### src/core/iefc_pkg.sv
// package of the interrupt enable and flag block: register map, field positions, reset values
// assumes an 8-bit register port with a 3-bit word address
package iefc_pkg;

  // register port geometry
  localparam int unsigned DATA_W = 8;
  localparam int unsigned ADDR_W = 3;

  // register word addresses
  localparam logic [2:0] ADDR_MAIN_CTRL = 3'h0;
  localparam logic [2:0] ADDR_PERIPH_EN = 3'h1;
  localparam logic [2:0] ADDR_PERIPH_FLAG = 3'h2;
  localparam logic [2:0] ADDR_EVT_STATUS = 3'h3;
  localparam logic [2:0] ADDR_EVT_MASK = 3'h4;

  // main control register fields
  localparam int unsigned MC_GLOBAL_EN = 7;
  localparam int unsigned MC_PERIPH_GRP_EN = 6;
  localparam int unsigned MC_TMR0_EN = 5;
  localparam int unsigned MC_EXT_EN = 4;
  localparam int unsigned MC_PORT_EN = 3;
  localparam int unsigned MC_TMR0_FLAG = 2;
  localparam int unsigned MC_EXT_FLAG = 1;
  localparam int unsigned MC_PORT_FLAG = 0;
  localparam int unsigned MC_FLAG_N = 3;

  // peripheral enable and flag fields share one layout
  localparam int unsigned PF_EEPROM = 7;
  localparam int unsigned PF_CMP = 6;
  localparam int unsigned PF_RX = 5;
  localparam int unsigned PF_TX = 4;
  localparam int unsigned PF_CCP = 2;
  localparam int unsigned PF_TMR2 = 1;
  localparam int unsigned PF_TMR1 = 0;
  // bit 3 is unimplemented; receive and transmit flags are read only
  localparam logic [7:0] PERIPH_IMPL_MASK = 8'hF7;
  localparam logic [7:0] PERIPH_FLAG_WR_MASK = 8'hC7;

  // event status and mask fields
  localparam int unsigned EV_TMR0 = 0;
  localparam int unsigned EV_EXT = 1;
  localparam int unsigned EV_PORT = 2;
  localparam int unsigned EV_PERIPH = 3;
  localparam int unsigned EV_CORE_REQ = 4;
  localparam int unsigned EV_N = 5;
  localparam logic [7:0] EV_IMPL_MASK = 8'h1F;

  // reset values
  localparam logic [7:0] MAIN_CTRL_RST = 8'h00;
  localparam logic [7:0] PERIPH_EN_RST = 8'h00;
  localparam logic [7:0] PERIPH_FLAG_RST = 8'h00;
  localparam logic [7:0] EVT_MASK_RST = 8'h00;

  // width of the port-change pin group
  localparam int unsigned PORT_W = 4;

endpackage

### src/core/iefc_sync.sv
// two-flop synchroniser for a group of pin levels
// assumes the pins are asynchronous to i_mclk; each bit is crossed on its own
`timescale 1ns/1ps
module iefc_sync #(
  parameter int unsigned W = 1
) (
  // clock and reset
  input wire logic i_mclk,
  input wire logic i_resetn,
  // raw pins and synchronised copy
  input wire logic [W-1:0] i_async,
  output logic [W-1:0] o_sync
);

  logic [W-1:0] meta_q;
  logic [W-1:0] sync_q;

  // first stage is read only by the second stage
  always_ff @(posedge i_mclk or negedge i_resetn) begin
    if (!i_resetn) begin
      meta_q <= '0;
      sync_q <= '0;
    end else begin
      meta_q <= i_async;
      sync_q <= meta_q;
    end
  end

  assign o_sync = sync_q;

endmodule // iefc_sync

### src/core/iefc_flag_bit.sv
// bank of sticky flags: a set term and a clear term per bit
// assumes the parent builds both terms; a set in the clear cycle wins
`timescale 1ns/1ps
module iefc_flag_bit #(
  parameter int unsigned W = 1
) (
  // clock and reset
  input wire logic i_mclk,
  input wire logic i_resetn,
  // per-bit set and clear terms
  input wire logic [W-1:0] i_set,
  input wire logic [W-1:0] i_clr,
  // flag state
  output logic [W-1:0] o_flag
);

  logic [W-1:0] flag_q;
  logic [W-1:0] flag_d;

  genvar g;
  generate
    for (g = 0; g < W; g++) begin : g_bit
      // set over clear, so an event in the clearing cycle is kept
      assign flag_d[g] = i_set[g] | (flag_q[g] & ~i_clr[g]);
    end
  endgenerate

  always_ff @(posedge i_mclk or negedge i_resetn) begin
    if (!i_resetn) begin
      flag_q <= '0;
    end else begin
      flag_q <= flag_d;
    end
  end

  assign o_flag = flag_q;

endmodule // iefc_flag_bit

### src/core/iefc_top.sv
// interrupt enable and flag block of an 8-bit controller core
// assumes peripheral event pulses on i_mclk, pins raw, and a one-cycle register port
// Contract
// - main control register is fully readable and writable by software.
// - main control holds global and group enables plus enables and flags for timer0, external and port-change sources.
// - a flag sets on its source event whatever its enable bit says.
// - global enable sits at main control bit 7 and never blocks flag setting.
// - peripheral enable register holds the seven peripheral source enables only.
// - peripheral flag register holds the flags matching those enables.
//
// Implementation choices: the address-and-strobe port and the register addresses.
`timescale 1ns/1ps
module iefc_top (
  // clock and reset
  input wire logic i_mclk,
  input wire logic i_resetn,
  // register port
  input wire logic [2:0] i_addr,
  input wire logic [7:0] i_wdata,
  input wire logic i_wr,
  input wire logic i_rd,
  output logic [7:0] o_rdata,
  // main source events, same clock
  input wire logic i_tmr0_ovf,
  input wire logic i_edge_rising_sel,
  // main source pins, asynchronous
  input wire logic i_ext_pin,
  input wire logic [3:0] i_port_pins,
  // peripheral source events, same clock
  input wire logic i_eeprom_done,
  input wire logic i_cmp_change,
  input wire logic i_rx_ready,
  input wire logic i_tx_ready,
  input wire logic i_ccp_event,
  input wire logic i_tmr2_match,
  input wire logic i_tmr1_ovf,
  // requests
  output logic o_core_irq,
  output logic o_irq
);

  // decode
  // address decoding, used for both read and write paths
  function automatic logic hit(input logic [2:0] a, input logic [2:0] reg_addr);
    hit = (a == reg_addr);
  endfunction

  wire wr_main = i_wr && hit(i_addr, iefc_pkg::ADDR_MAIN_CTRL);
  wire wr_pen = i_wr && hit(i_addr, iefc_pkg::ADDR_PERIPH_EN);
  wire wr_pflag = i_wr && hit(i_addr, iefc_pkg::ADDR_PERIPH_FLAG);
  wire wr_status = i_wr && hit(i_addr, iefc_pkg::ADDR_EVT_STATUS);
  wire wr_mask = i_wr && hit(i_addr, iefc_pkg::ADDR_EVT_MASK);

  // pins
  logic ext_s;
  logic [3:0] port_s;
  logic ext_prev_q;
  logic [3:0] port_prev_q;

  // pins are crossed before any edge or change detection looks at them
  iefc_sync #(.W(1)) u_ext_sync (
    .i_mclk(i_mclk),
    .i_resetn(i_resetn),
    .i_async(i_ext_pin),
    .o_sync(ext_s)
  );

  iefc_sync #(.W(iefc_pkg::PORT_W)) u_port_sync (
    .i_mclk(i_mclk),
    .i_resetn(i_resetn),
    .i_async(i_port_pins),
    .o_sync(port_s)
  );

  always_ff @(posedge i_mclk or negedge i_resetn) begin
    if (!i_resetn) begin
      ext_prev_q <= 1'b0;
      port_prev_q <= 4'h0;
    end else begin
      ext_prev_q <= ext_s;
      port_prev_q <= port_s;
    end
  end

  // edge polarity is picked by the option logic outside this block
  wire ext_rise = ext_s && !ext_prev_q;
  wire ext_fall = !ext_s && ext_prev_q;
  wire ext_evt = i_edge_rising_sel ? ext_rise : ext_fall;
  wire port_evt = |(port_s ^ port_prev_q);

  // main control
  logic [4:0] main_en_q;
  logic [2:0] main_flag;
  wire [2:0] main_evt = {i_tmr0_ovf, ext_evt, port_evt};

  // enable half of main control, plain read/write storage
  always_ff @(posedge i_mclk or negedge i_resetn) begin
    if (!i_resetn) begin
      main_en_q <= iefc_pkg::MAIN_CTRL_RST[7:3];
    end else if (wr_main) begin
      main_en_q <= i_wdata[7:3];
    end
  end

  // flag half: events set regardless of any enable, software writes either value
  wire [2:0] main_flag_set = main_evt | ({3{wr_main}} & i_wdata[2:0]);
  wire [2:0] main_flag_clr = {3{wr_main}} & ~i_wdata[2:0];

  iefc_flag_bit #(.W(iefc_pkg::MC_FLAG_N)) u_main_flags (
    .i_mclk(i_mclk),
    .i_resetn(i_resetn),
    .i_set(main_flag_set),
    .i_clr(main_flag_clr),
    .o_flag(main_flag)
  );

  // comparator is absent here; it lives in the peripheral pair
  wire [7:0] main_ctrl = {main_en_q, main_flag};
  wire global_en = main_ctrl[iefc_pkg::MC_GLOBAL_EN];
  wire grp_en = main_ctrl[iefc_pkg::MC_PERIPH_GRP_EN];

  // peripheral pair
  logic [7:0] pen_q;
  logic [7:0] pflag_rw;
  logic rx_flag_q;
  logic tx_flag_q;

  // enable register keeps only the implemented bits
  always_ff @(posedge i_mclk or negedge i_resetn) begin
    if (!i_resetn) begin
      pen_q <= iefc_pkg::PERIPH_EN_RST;
    end else if (wr_pen) begin
      pen_q <= i_wdata & iefc_pkg::PERIPH_IMPL_MASK;
    end
  end

  // writable flags: eeprom, comparator, capture/compare, timer2, timer1
  wire [7:0] pevt = {i_eeprom_done, i_cmp_change, 2'b00, 1'b0,
                     i_ccp_event, i_tmr2_match, i_tmr1_ovf};
  wire [7:0] pwr_bits = {8{wr_pflag}} & iefc_pkg::PERIPH_FLAG_WR_MASK;
  wire [7:0] pflag_set = pevt | (pwr_bits & i_wdata);
  wire [7:0] pflag_clr = pwr_bits & ~i_wdata;

  iefc_flag_bit #(.W(8)) u_periph_flags (
    .i_mclk(i_mclk),
    .i_resetn(i_resetn),
    .i_set(pflag_set),
    .i_clr(pflag_clr),
    .o_flag(pflag_rw)
  );

  // receive and transmit flags follow their source, software cannot write them
  always_ff @(posedge i_mclk or negedge i_resetn) begin
    if (!i_resetn) begin
      rx_flag_q <= 1'b0;
      tx_flag_q <= 1'b0;
    end else begin
      rx_flag_q <= i_rx_ready;
      tx_flag_q <= i_tx_ready;
    end
  end

  wire [7:0] pflag = {pflag_rw[7:6], rx_flag_q, tx_flag_q, 1'b0, pflag_rw[2:0]};

  // core request
  logic core_irq_q;
  wire main_hit = |(main_en_q[2:0] & main_flag);
  wire periph_hit = grp_en && |(pen_q & pflag);
  wire core_irq_d = global_en && (main_hit || periph_hit);

  always_ff @(posedge i_mclk or negedge i_resetn) begin
    if (!i_resetn) begin
      core_irq_q <= 1'b0;
    end else begin
      core_irq_q <= core_irq_d;
    end
  end

  assign o_core_irq = core_irq_q;

  // event status
  logic [4:0] ev_status;
  logic [4:0] ev_mask_q;
  // the peripheral bit marks any peripheral source pulse or a rise of receive or transmit ready
  wire periph_evt = |pevt || (i_rx_ready && !rx_flag_q) || (i_tx_ready && !tx_flag_q);
  wire core_rise = core_irq_d && !core_irq_q;
  wire [4:0] ev_set = {core_rise, periph_evt, main_evt[0], main_evt[1], main_evt[2]};
  wire [4:0] ev_clr = {5{wr_status}} & i_wdata[4:0];

  iefc_flag_bit #(.W(iefc_pkg::EV_N)) u_ev_status (
    .i_mclk(i_mclk),
    .i_resetn(i_resetn),
    .i_set(ev_set),
    .i_clr(ev_clr),
    .o_flag(ev_status)
  );

  always_ff @(posedge i_mclk or negedge i_resetn) begin
    if (!i_resetn) begin
      ev_mask_q <= iefc_pkg::EVT_MASK_RST[4:0];
    end else if (wr_mask) begin
      ev_mask_q <= i_wdata[4:0];
    end
  end

  // level output: stays high until every unmasked status bit is cleared
  assign o_irq = |(ev_status & ev_mask_q);

  // read path
  logic [7:0] rdata_q;
  wire [7:0] rd_mux =
    hit(i_addr, iefc_pkg::ADDR_MAIN_CTRL) ? main_ctrl :
    hit(i_addr, iefc_pkg::ADDR_PERIPH_EN) ? pen_q :
    hit(i_addr, iefc_pkg::ADDR_PERIPH_FLAG) ? pflag :
    hit(i_addr, iefc_pkg::ADDR_EVT_STATUS) ? {3'h0, ev_status} :
    hit(i_addr, iefc_pkg::ADDR_EVT_MASK) ? {3'h0, ev_mask_q} :
    8'h00; // unmapped addresses read as zero

  // data stands only in the cycle after the read strobe
  always_ff @(posedge i_mclk or negedge i_resetn) begin
    if (!i_resetn) begin
      rdata_q <= 8'h00;
    end else begin
      rdata_q <= i_rd ? rd_mux : 8'h00;
    end
  end

  assign o_rdata = rdata_q;
endmodule // iefc_top

### config.mk
export PLATFORM = sky130hd
export DESIGN_NAME = iefc_top
export DESIGN_NICKNAME = d
export VERILOG_FILES = /design/src/core/iefc_pkg.sv /design/src/core/iefc_sync.sv /design/src/core/iefc_flag_bit.sv /design/src/core/iefc_top.sv
export SDC_FILE = /design/constraint.sdc
export NUM_CORES = 1
export LEC_CHECK = 0
export ABC_AREA = 1
export BUFFER_PORTS_ARGS = -buffer_cell sky130_fd_sc_hd__buf_2
export CAP_MARGIN = 10
export CORE_AREA = 2 2 69 71
export CTS_CLUSTER_SIZE = 12
export DETAILED_ROUTE_END_ITERATION = 10
export DIE_AREA = 0 0 71 73
export PLACE_DENSITY_LB_ADDON = 0.05
export SKIP_CTS_REPAIR_TIMING = 1
export SLEW_MARGIN = 20
export SYNTH_ARGS = -nofsm -noshare
export SYNTH_HDL_FRONTEND = slang
export SYNTH_SLANG_ARGS = --single-unit
### constraint.sdc
create_clock -name i_mclk -period 1.1 [get_ports i_mclk]
set_input_delay 0.11 -clock i_mclk [delete_from_list [all_inputs] [get_ports i_mclk]]
set_output_delay 0.11 -clock i_mclk [all_outputs]
set_load 0.02 [all_outputs]
==> results of run 1 <==
## layout make-up
cell class / count / area (um^2)
tap: 54 / 67.6
inverter: 21 / 83.8
multi-input combinational: 166 / 846
clock inverter: 3 / 23.8
sequential: 56 / 1400
clock buffer: 5 / 68.8
fill: 381 / 1510
timing repair buffer: 79 / 531
## path summary, 6_finish.rpt
check | end | startpoint | depth (start not counted) | slack, ns
setup reg to reg | u_ev_status.o_flag[4]$_DFF_PN0_ | pen_q[7]$_DFFE_PN0P_ | 8 | 0.07
max in group asynchronous | o_core_irq$_DFF_PN0_ | i_resetn | 3 | 0.53
setup / recovery | o_irq | u_ev_status.o_flag[1]$_DFF_PN0_ | 5 | -0.27
min in group asynchronous | u_ev_status.o_flag[0]$_DFF_PN0_ | i_resetn | 3 | 0.31
hold reg to reg | u_port_sync.o_sync[2]$_DFF_PN0_ | u_port_sync.meta_q[2]$_DFF_PN0_ | 0 | 0.36
hold / removal | u_periph_flags.o_flag[7]$_DFF_PN0_ | i_eeprom_done | 3 | 0.01
## worst min-delay path: cells and delay by family
family                 cells  cell delay (ns)
buffers and inverters      1             0.09
AOI/OAI and AO/OA          2             0.09
## per-stage QoR
stage                     hold slack (ns)  instances  worst slack, ns
final                              0.0132        384           -0.270
after global routing               0.0135        384           -0.364
after CTS                          -0.210        373           -0.312
after detailed placement            0.130        365          -0.0416
after global placement              0.131        365          -0.0188
after floorplan                    -0.186        246            0.146
## power breakdown
group	internal [mW]	switching, mW
registers	2.26	0.130
logic	0.397	0.466
clock network	0.452	0.687
total	3.11	1.28
## per-layer routing
layer | vias up | track usage | wire length [um] | part of all wire
met2 | 49 | 0.347 | 2450 | 0.47
met3 | 5 | 0.0442 | 243 | 0.046
met4 | 0 | 0.0692 | 63 | 0.012
met1 | 880 | 0.314 | 2500 | 0.48
met5 | - | 0 | 0 | 0
li1 | 966 | - | - | -
## sequential cells by signal, summed over array words and instances (netlist names)
name and count:
ext_prev_q 1, u_ext_sync.o_sync 1, u_port_sync.o_sync 4, ev_mask_q 5
u_ev_status.o_flag 5, u_main_flags.o_flag 3, o_rdata 8, u_port_sync.meta_q 4
rx_flag_q 1, port_prev_q 4, u_ext_sync.meta_q 1, u_periph_flags.o_flag 5
tx_flag_q 1, o_core_irq 1, pen_q 7, main_en_q 5
## cell usage in the layout (no fill, tap or decap), drive strengths merged, types with 2 or more instances in the layout
| master | Yosys | routed |
|---|---|---|
| nand2 | 85 | 85 |
| buf | 2 | 71 |
| dfrtp | 56 | 56 |
| o21ai | 32 | 32 |
| inv | 21 | 21 |
| nor2 | 17 | 17 |
| nand3 | 9 | 9 |
| a21oi | 8 | 8 |
| dlygate4sd3 | 0 | 8 |
| clkbuf | 1 | 5 |
| xor2 | 4 | 4 |
| a31oi | 3 | 3 |
| nor3 | 3 | 3 |
| clkinvlp | 0 | 2 |
## cell families (layout without fill, tap and decap cells)
kind of cell	Yosys count	count (layout)	share of synthesized area
xor+xnor	4	4	0.0149
compound gates	47	47	0.128
simple gates	115	115	0.213
flops	56	56	0.596
buf+inv	24	108	0.0474
## synth_stat cells, types with 2 or more instances
master and number:
inv_1 19, buf_6 2, o21ai_0 14, nor3_1 2, nand2_2 4, o21ai_1 6
nor2_1 15, nand2_4 2, a31oi_1 3, nand2_1 79, nor2_4 2, dfrtp_1 56
xor2_1 4, a21oi_1 8, o21ai_2 12, nand3_1 9
==> results.md, run 1 <==
- Status: finished, violations left
- Violated checks: negative setup slack
- Main synth FF type: dfrtp_1
- Worst-path clk slew: 0.10 ns
- Lkg Pwr: 1.53 nW
- Period utilization: 1.25
- CP Data Required Time: 0.99 ns
- Area Overhead vs Synth: 28.6%
- Avg Inst Size Synth: 9.55 um^2
- Clock Latency Late Sink: 0.31 ns
- Total grt overflow: 0
- Crit Path Category: flip-flop to output port
- CTS tree: built
- Dpl hpwl: 3890 um
- Number of I/O port buffers: 38
- Yosys cell types: 25
- Top post-synthesis cells by area: dfrtp_1 60%, nand2_1 13%, o21ai_2 4.5%, inv_1 3.0%, o21ai_0 3.0%
- TNS Setup: -0.270 ns
- Die width: 71 um
- Critical-path maximum fanout: 3
- NumNets Final: 358
- Clock sinks: 56
- Worst Path Buf+Inv: 1
- Largest net degree at the start of global routing: 57
- CP dominant cell by count: nand2_1
- Worst-margin pin slew: 0.357 ns
- Initial Util: 0.518
- Core area: 0.00454 mm^2
- IO Pins: 39
- Area share of the largest cell type after synthesis: 0.596
- Die area: 0.00518 mm^2
- Final worst-path setup slack: -0.270 ns
- Post-synth top area cell: dfrtp_1
- Final ANT Viol Nets: 0
- Slowest library cell on the worst path: dfrtp_1
- Max stage delay on crit path: 0.41 ns
- Cells after synthesis: 246
- FFs w/ async S/R, synth: 1.00
- Post-synthesis sequential area ratio: 0.596
- Initial antenna violation count: 0
- Routed WL: 5250 um
- First-pass DRT Iterations: 4
- Slew headroom: 0.761
- Setup crit start kind: flip-flop
- Vias in the first global route: 1,808
- Peak supply drop: 1.12 mV
- Root buffer cell: clkbuf_8
- Crit path time final: 1.37 ns
- Cell area after layout: 0.00302 mm^2
- RSZ-0062 raised after global routing: yes
- Hold crit path type: primary input to flip-flop
- Htree depth: 2
- Max-Cap Viols: 0
- Via Count: 1,900
- DR vias/cell: 4.95
- # rows: 25
- Final GP Congestion: 0.889
- Arrival time at the worst endpoint: 1.26 ns
- PwrDens: 1450 mW/mm^2
- GR Util All Layers: 0.221
- Chip Height: 73 um
- CTS buffer count: 5
- Cell family contributing the most delay on the critical path: flip-flops
- Crit path capture type: output port
- Diode count: 0
- Routed length per instance: 13.7 um
- Tot Pwr: 4.39 mW
- Placed instance area: 0.00282 mm^2
- Net Count, Synth: 275
- Max clock buf depth: 2
- EDFF count, synth: 0
- Post-synthesis register bit count: 56
- Share of cells above drive strength 1: 0.318
- Final setup fails: 1
- Synth warn: 0
- Final Max Tran Viols: 0
- CP Cell Sequence: nand2_1 > nand2_1 > a221oi_2 > nand2_1 > buf_2
- Max Clock Skew: 0.0106 ns
- Global-route wire length before repair: 8710 um
- 1st-iter DRT viols: 109
- Hold Fails Final Rpt: 0
- Synth Cell Area: 0.00235 mm^2
- Finished Core Util: 0.666
- FMAX: 0.730 GHz
- DRC: 0
(Power assumes the default switching activity.)
==> inputs of run 2 (changes only) <==
--- a/constraint.sdc
+++ b/constraint.sdc
@@ -3,2 +3,2 @@
 set_output_delay 0.11 -clock i_mclk [all_outputs]
-set_load 0.02 [all_outputs]
+set_load 0.1 [all_outputs]
==> run 2 against run 1 <==
Compared with the run above: the flow still finishes with violations (negative setup slack); combinational power is 41% higher; clock-buffer cell count stayed put; clock power is 55% higher; via count is 0.74% higher; sequential power hardly changed; non-clock buffer count is 8 lower; fmax is 2.1% lower; critical path type unchanged; largest power group unchanged.
==> results.md, run 2 (synthesis gave the netlist of run 1 again) <==
- Status: finished, violations left (unchanged)
- Violated checks: negative setup slack (unchanged)
- Max reg flops: 8 (unchanged)
- Initial Util: 0.518 (unchanged)
- Worst-margin pin slew: 0.340 ns (was 0.357 ns)
- Crit Path Category: flip-flop to output port (unchanged)
- Max clock buf depth: 2 (unchanged)
- Die area: 0.00518 mm^2 (unchanged)
- First-pass DRT Iterations: 4 (unchanged)
- PwrDens: 1700 mW/mm^2 (was 1450 mW/mm^2)
- FMAX: 0.715 GHz (was 0.730 GHz)
- Crit path capture type: output port (unchanged)
- DR vias/cell: 5.09 (was 4.95)
- Commonest non-fill, non-tap cell in the layout: nand2_1 (unchanged)
- GR Util All Layers: 0.212 (was 0.221)
- CTS buffer count: 5 (unchanged)
- Total grt overflow: 0 (unchanged)
- GR Util met3: 0.0387 (was 0.0442)
- IO Pins: 39 (unchanged)
- Via Count: 1,914 (was 1,900)
- Worst-path clk slew: 0.10 ns (about the same)
- Slowest library cell on the worst path: dfrtp_1 (unchanged)
- RSZ-0062 raised after global routing: yes (unchanged)
- Final Max Tran Viols: 0 (unchanged)
- Share of cells above drive strength 1: 0.314 (was 0.318)
- Cell area after layout: 0.00318 mm^2 (was 0.00302 mm^2)
- TNS Setup: -0.299 ns (was -0.270 ns)
- Hold Fails Final Rpt: 0 (unchanged)
- Slew headroom: 0.773 (was 0.761)
- Period utilization: 1.27 (was 1.25)
- Commonest cells after routing, fill and taps aside: 76 x nand2_1, 55 x dfrtp_1, 28 x buf_2 (was 78 x nand2_1, 56 x dfrtp_1, 38 x buf_2)
- Setup crit start kind: flip-flop (unchanged)
- Fillers: 363 (was 381)
- 1st-iter DRT viols: 149 (was 109)
- Die width: 71 um (unchanged)
- Area Overhead vs Synth: 35.4% (was 28.6%)
- Critical-path maximum fanout: 3 (unchanged)
- # rows: 25 (unchanged)
- Chip Height: 73 um (unchanged)
- Final ANT Viol Nets: 0 (unchanged)
- Met2 usage: 0.342 (was 0.347)
- Global-route wire length before repair: 8380 um (was 8710 um)
- Met1 usage: 0.297 (was 0.314)
- Initial antenna violation count: 0 (unchanged)
- Max-Cap Viols: 0 (unchanged)
- Clock Latency Late Sink: 0.31 ns (about the same)
- CP Cell Sequence: a221oi_2 > nand2_2 > buf_6 (was nand2_1 > nand2_1 > a221oi_2 > nand2_1 > buf_2)
- Tot Pwr: 5.40 mW (was 4.39 mW)
- GR peak layer: met2 (unchanged)
- Arrival time at the worst endpoint: 1.29 ns (was 1.26 ns)
- Min Hold Slack: 0.0130 ns (was 0.0132 ns)
- Final worst-path setup slack: -0.299 ns (was -0.270 ns)
- Root buffer cell: clkbuf_8 (unchanged)
- Hold crit path type: primary input to flip-flop (unchanged)
- CP Data Required Time: 0.99 ns (about the same)
- Lkg Pwr: 1.56 nW (was 1.53 nW)
- Crit path time final: 1.40 ns (was 1.37 ns)
- Core area: 0.00454 mm^2 (unchanged)
- Vias in the first global route: 1,771 (was 1,808)
- DRC: 0 (unchanged)
- Max stage delay on crit path: 0.43 ns (was 0.41 ns)
- Final setup fails: 1 (unchanged)
- Final GP Congestion: 0.874 (was 0.889)
- Max Clock Skew: 0.00918 ns (was 0.0106 ns)
- Pre-CTS setup slack: -0.114 ns (was -0.0416 ns)
- Htree depth: 2 (unchanged)
- Diode count: 0 (unchanged)
- Number of I/O port buffers: 38 (unchanged)
- Placed instance area: 0.00291 mm^2 (was 0.00282 mm^2)
- Clock sinks: 56 (unchanged)
- Dpl hpwl: 3820 um (was 3890 um)
- CTS tree: built (unchanged)
- Peak supply drop: 1.18 mV (was 1.12 mV)
- Routed length per instance: 13.6 um (was 13.7 um)
- Largest net degree at the start of global routing: 57 (unchanged)
- Routed WL: 5110 um (was 5250 um)
- NumNets Final: 350 (was 358)
## run 2: cell count changes in the layout (fill, tap and decap cells not counted), moves of 3 or more
cell,previous run,this run
buf_2,38,28
bufinv_16,0,3
buf_12,1,10
buf_4,32,24
## run 2: final timing paths
kind	cells past startpoint	from	end	slack, ns
worst max-delay path	3	u_ev_status.o_flag[3]$_DFF_PN0_	o_irq	-0.30
worst min-delay path	3	i_tmr1_ovf	u_periph_flags.o_flag[0]$_DFF_PN0_	0.01
worst max register to register	8	pen_q[0]$_DFFE_PN0P_	u_ev_status.o_flag[4]$_DFF_PN0_	0.03
worst min register to register	0	u_port_sync.meta_q[2]$_DFF_PN0_	u_port_sync.o_sync[2]$_DFF_PN0_	0.36
max in group asynchronous	3	i_resetn	o_core_irq$_DFF_PN0_	0.52
min in group asynchronous	3	i_resetn	u_ev_status.o_flag[0]$_DFF_PN0_	0.31
## run 2: worst max-delay path, delay by kind of cell (launching register included)
| kind | cells | cell delay (ns) |
|---|---|---|
| flops | 1 | 0.43 |
| simple gates | 1 | 0.07 |
| buf+inv | 1 | 0.19 |
| compound gates | 1 | 0.30 |
## run 2: layout make-up
| type | count | area [um^2] | area share |
|---|---|---|---|
| tap | 54 | 67.6 | 0.0212 |
| sequential | 56 | 1400 | 0.441 |
| timing repair buffer | 71 | 612 | 0.192 |
| inverter | 21 | 83.8 | 0.0264 |
| clock inverter | 3 | 90.1 | 0.0283 |
| multi-input combinational | 166 | 856 | 0.269 |
| clock buffer | 5 | 68.8 | 0.0216 |
## run 2: where the power goes
part,internal [mW],switching [mW]
sequential,2.26,0.148
combinational,0.501,0.714
clock,1.14,0.637
total,3.90,1.50
## run 2: layer usage
metal	share of wire	up-vias
met3	0.046	6
li1	-	947
met1	0.46	916
met4	0.011	0
met5	0	-
met2	0.49	45
## run 2: per-stage QoR
| stage | std cells | utilization |
|---|---|---|
| 2_1_floorplan | 246 | - |
| 3_3_place_gp | 359 | 0.642 |
| 3_5_place_dp | 359 | 0.642 |
| 4_1_cts | 367 | 0.677 |
| 5_1_grt | 376 | 0.701 |
| 6_report | 376 | 0.701 |
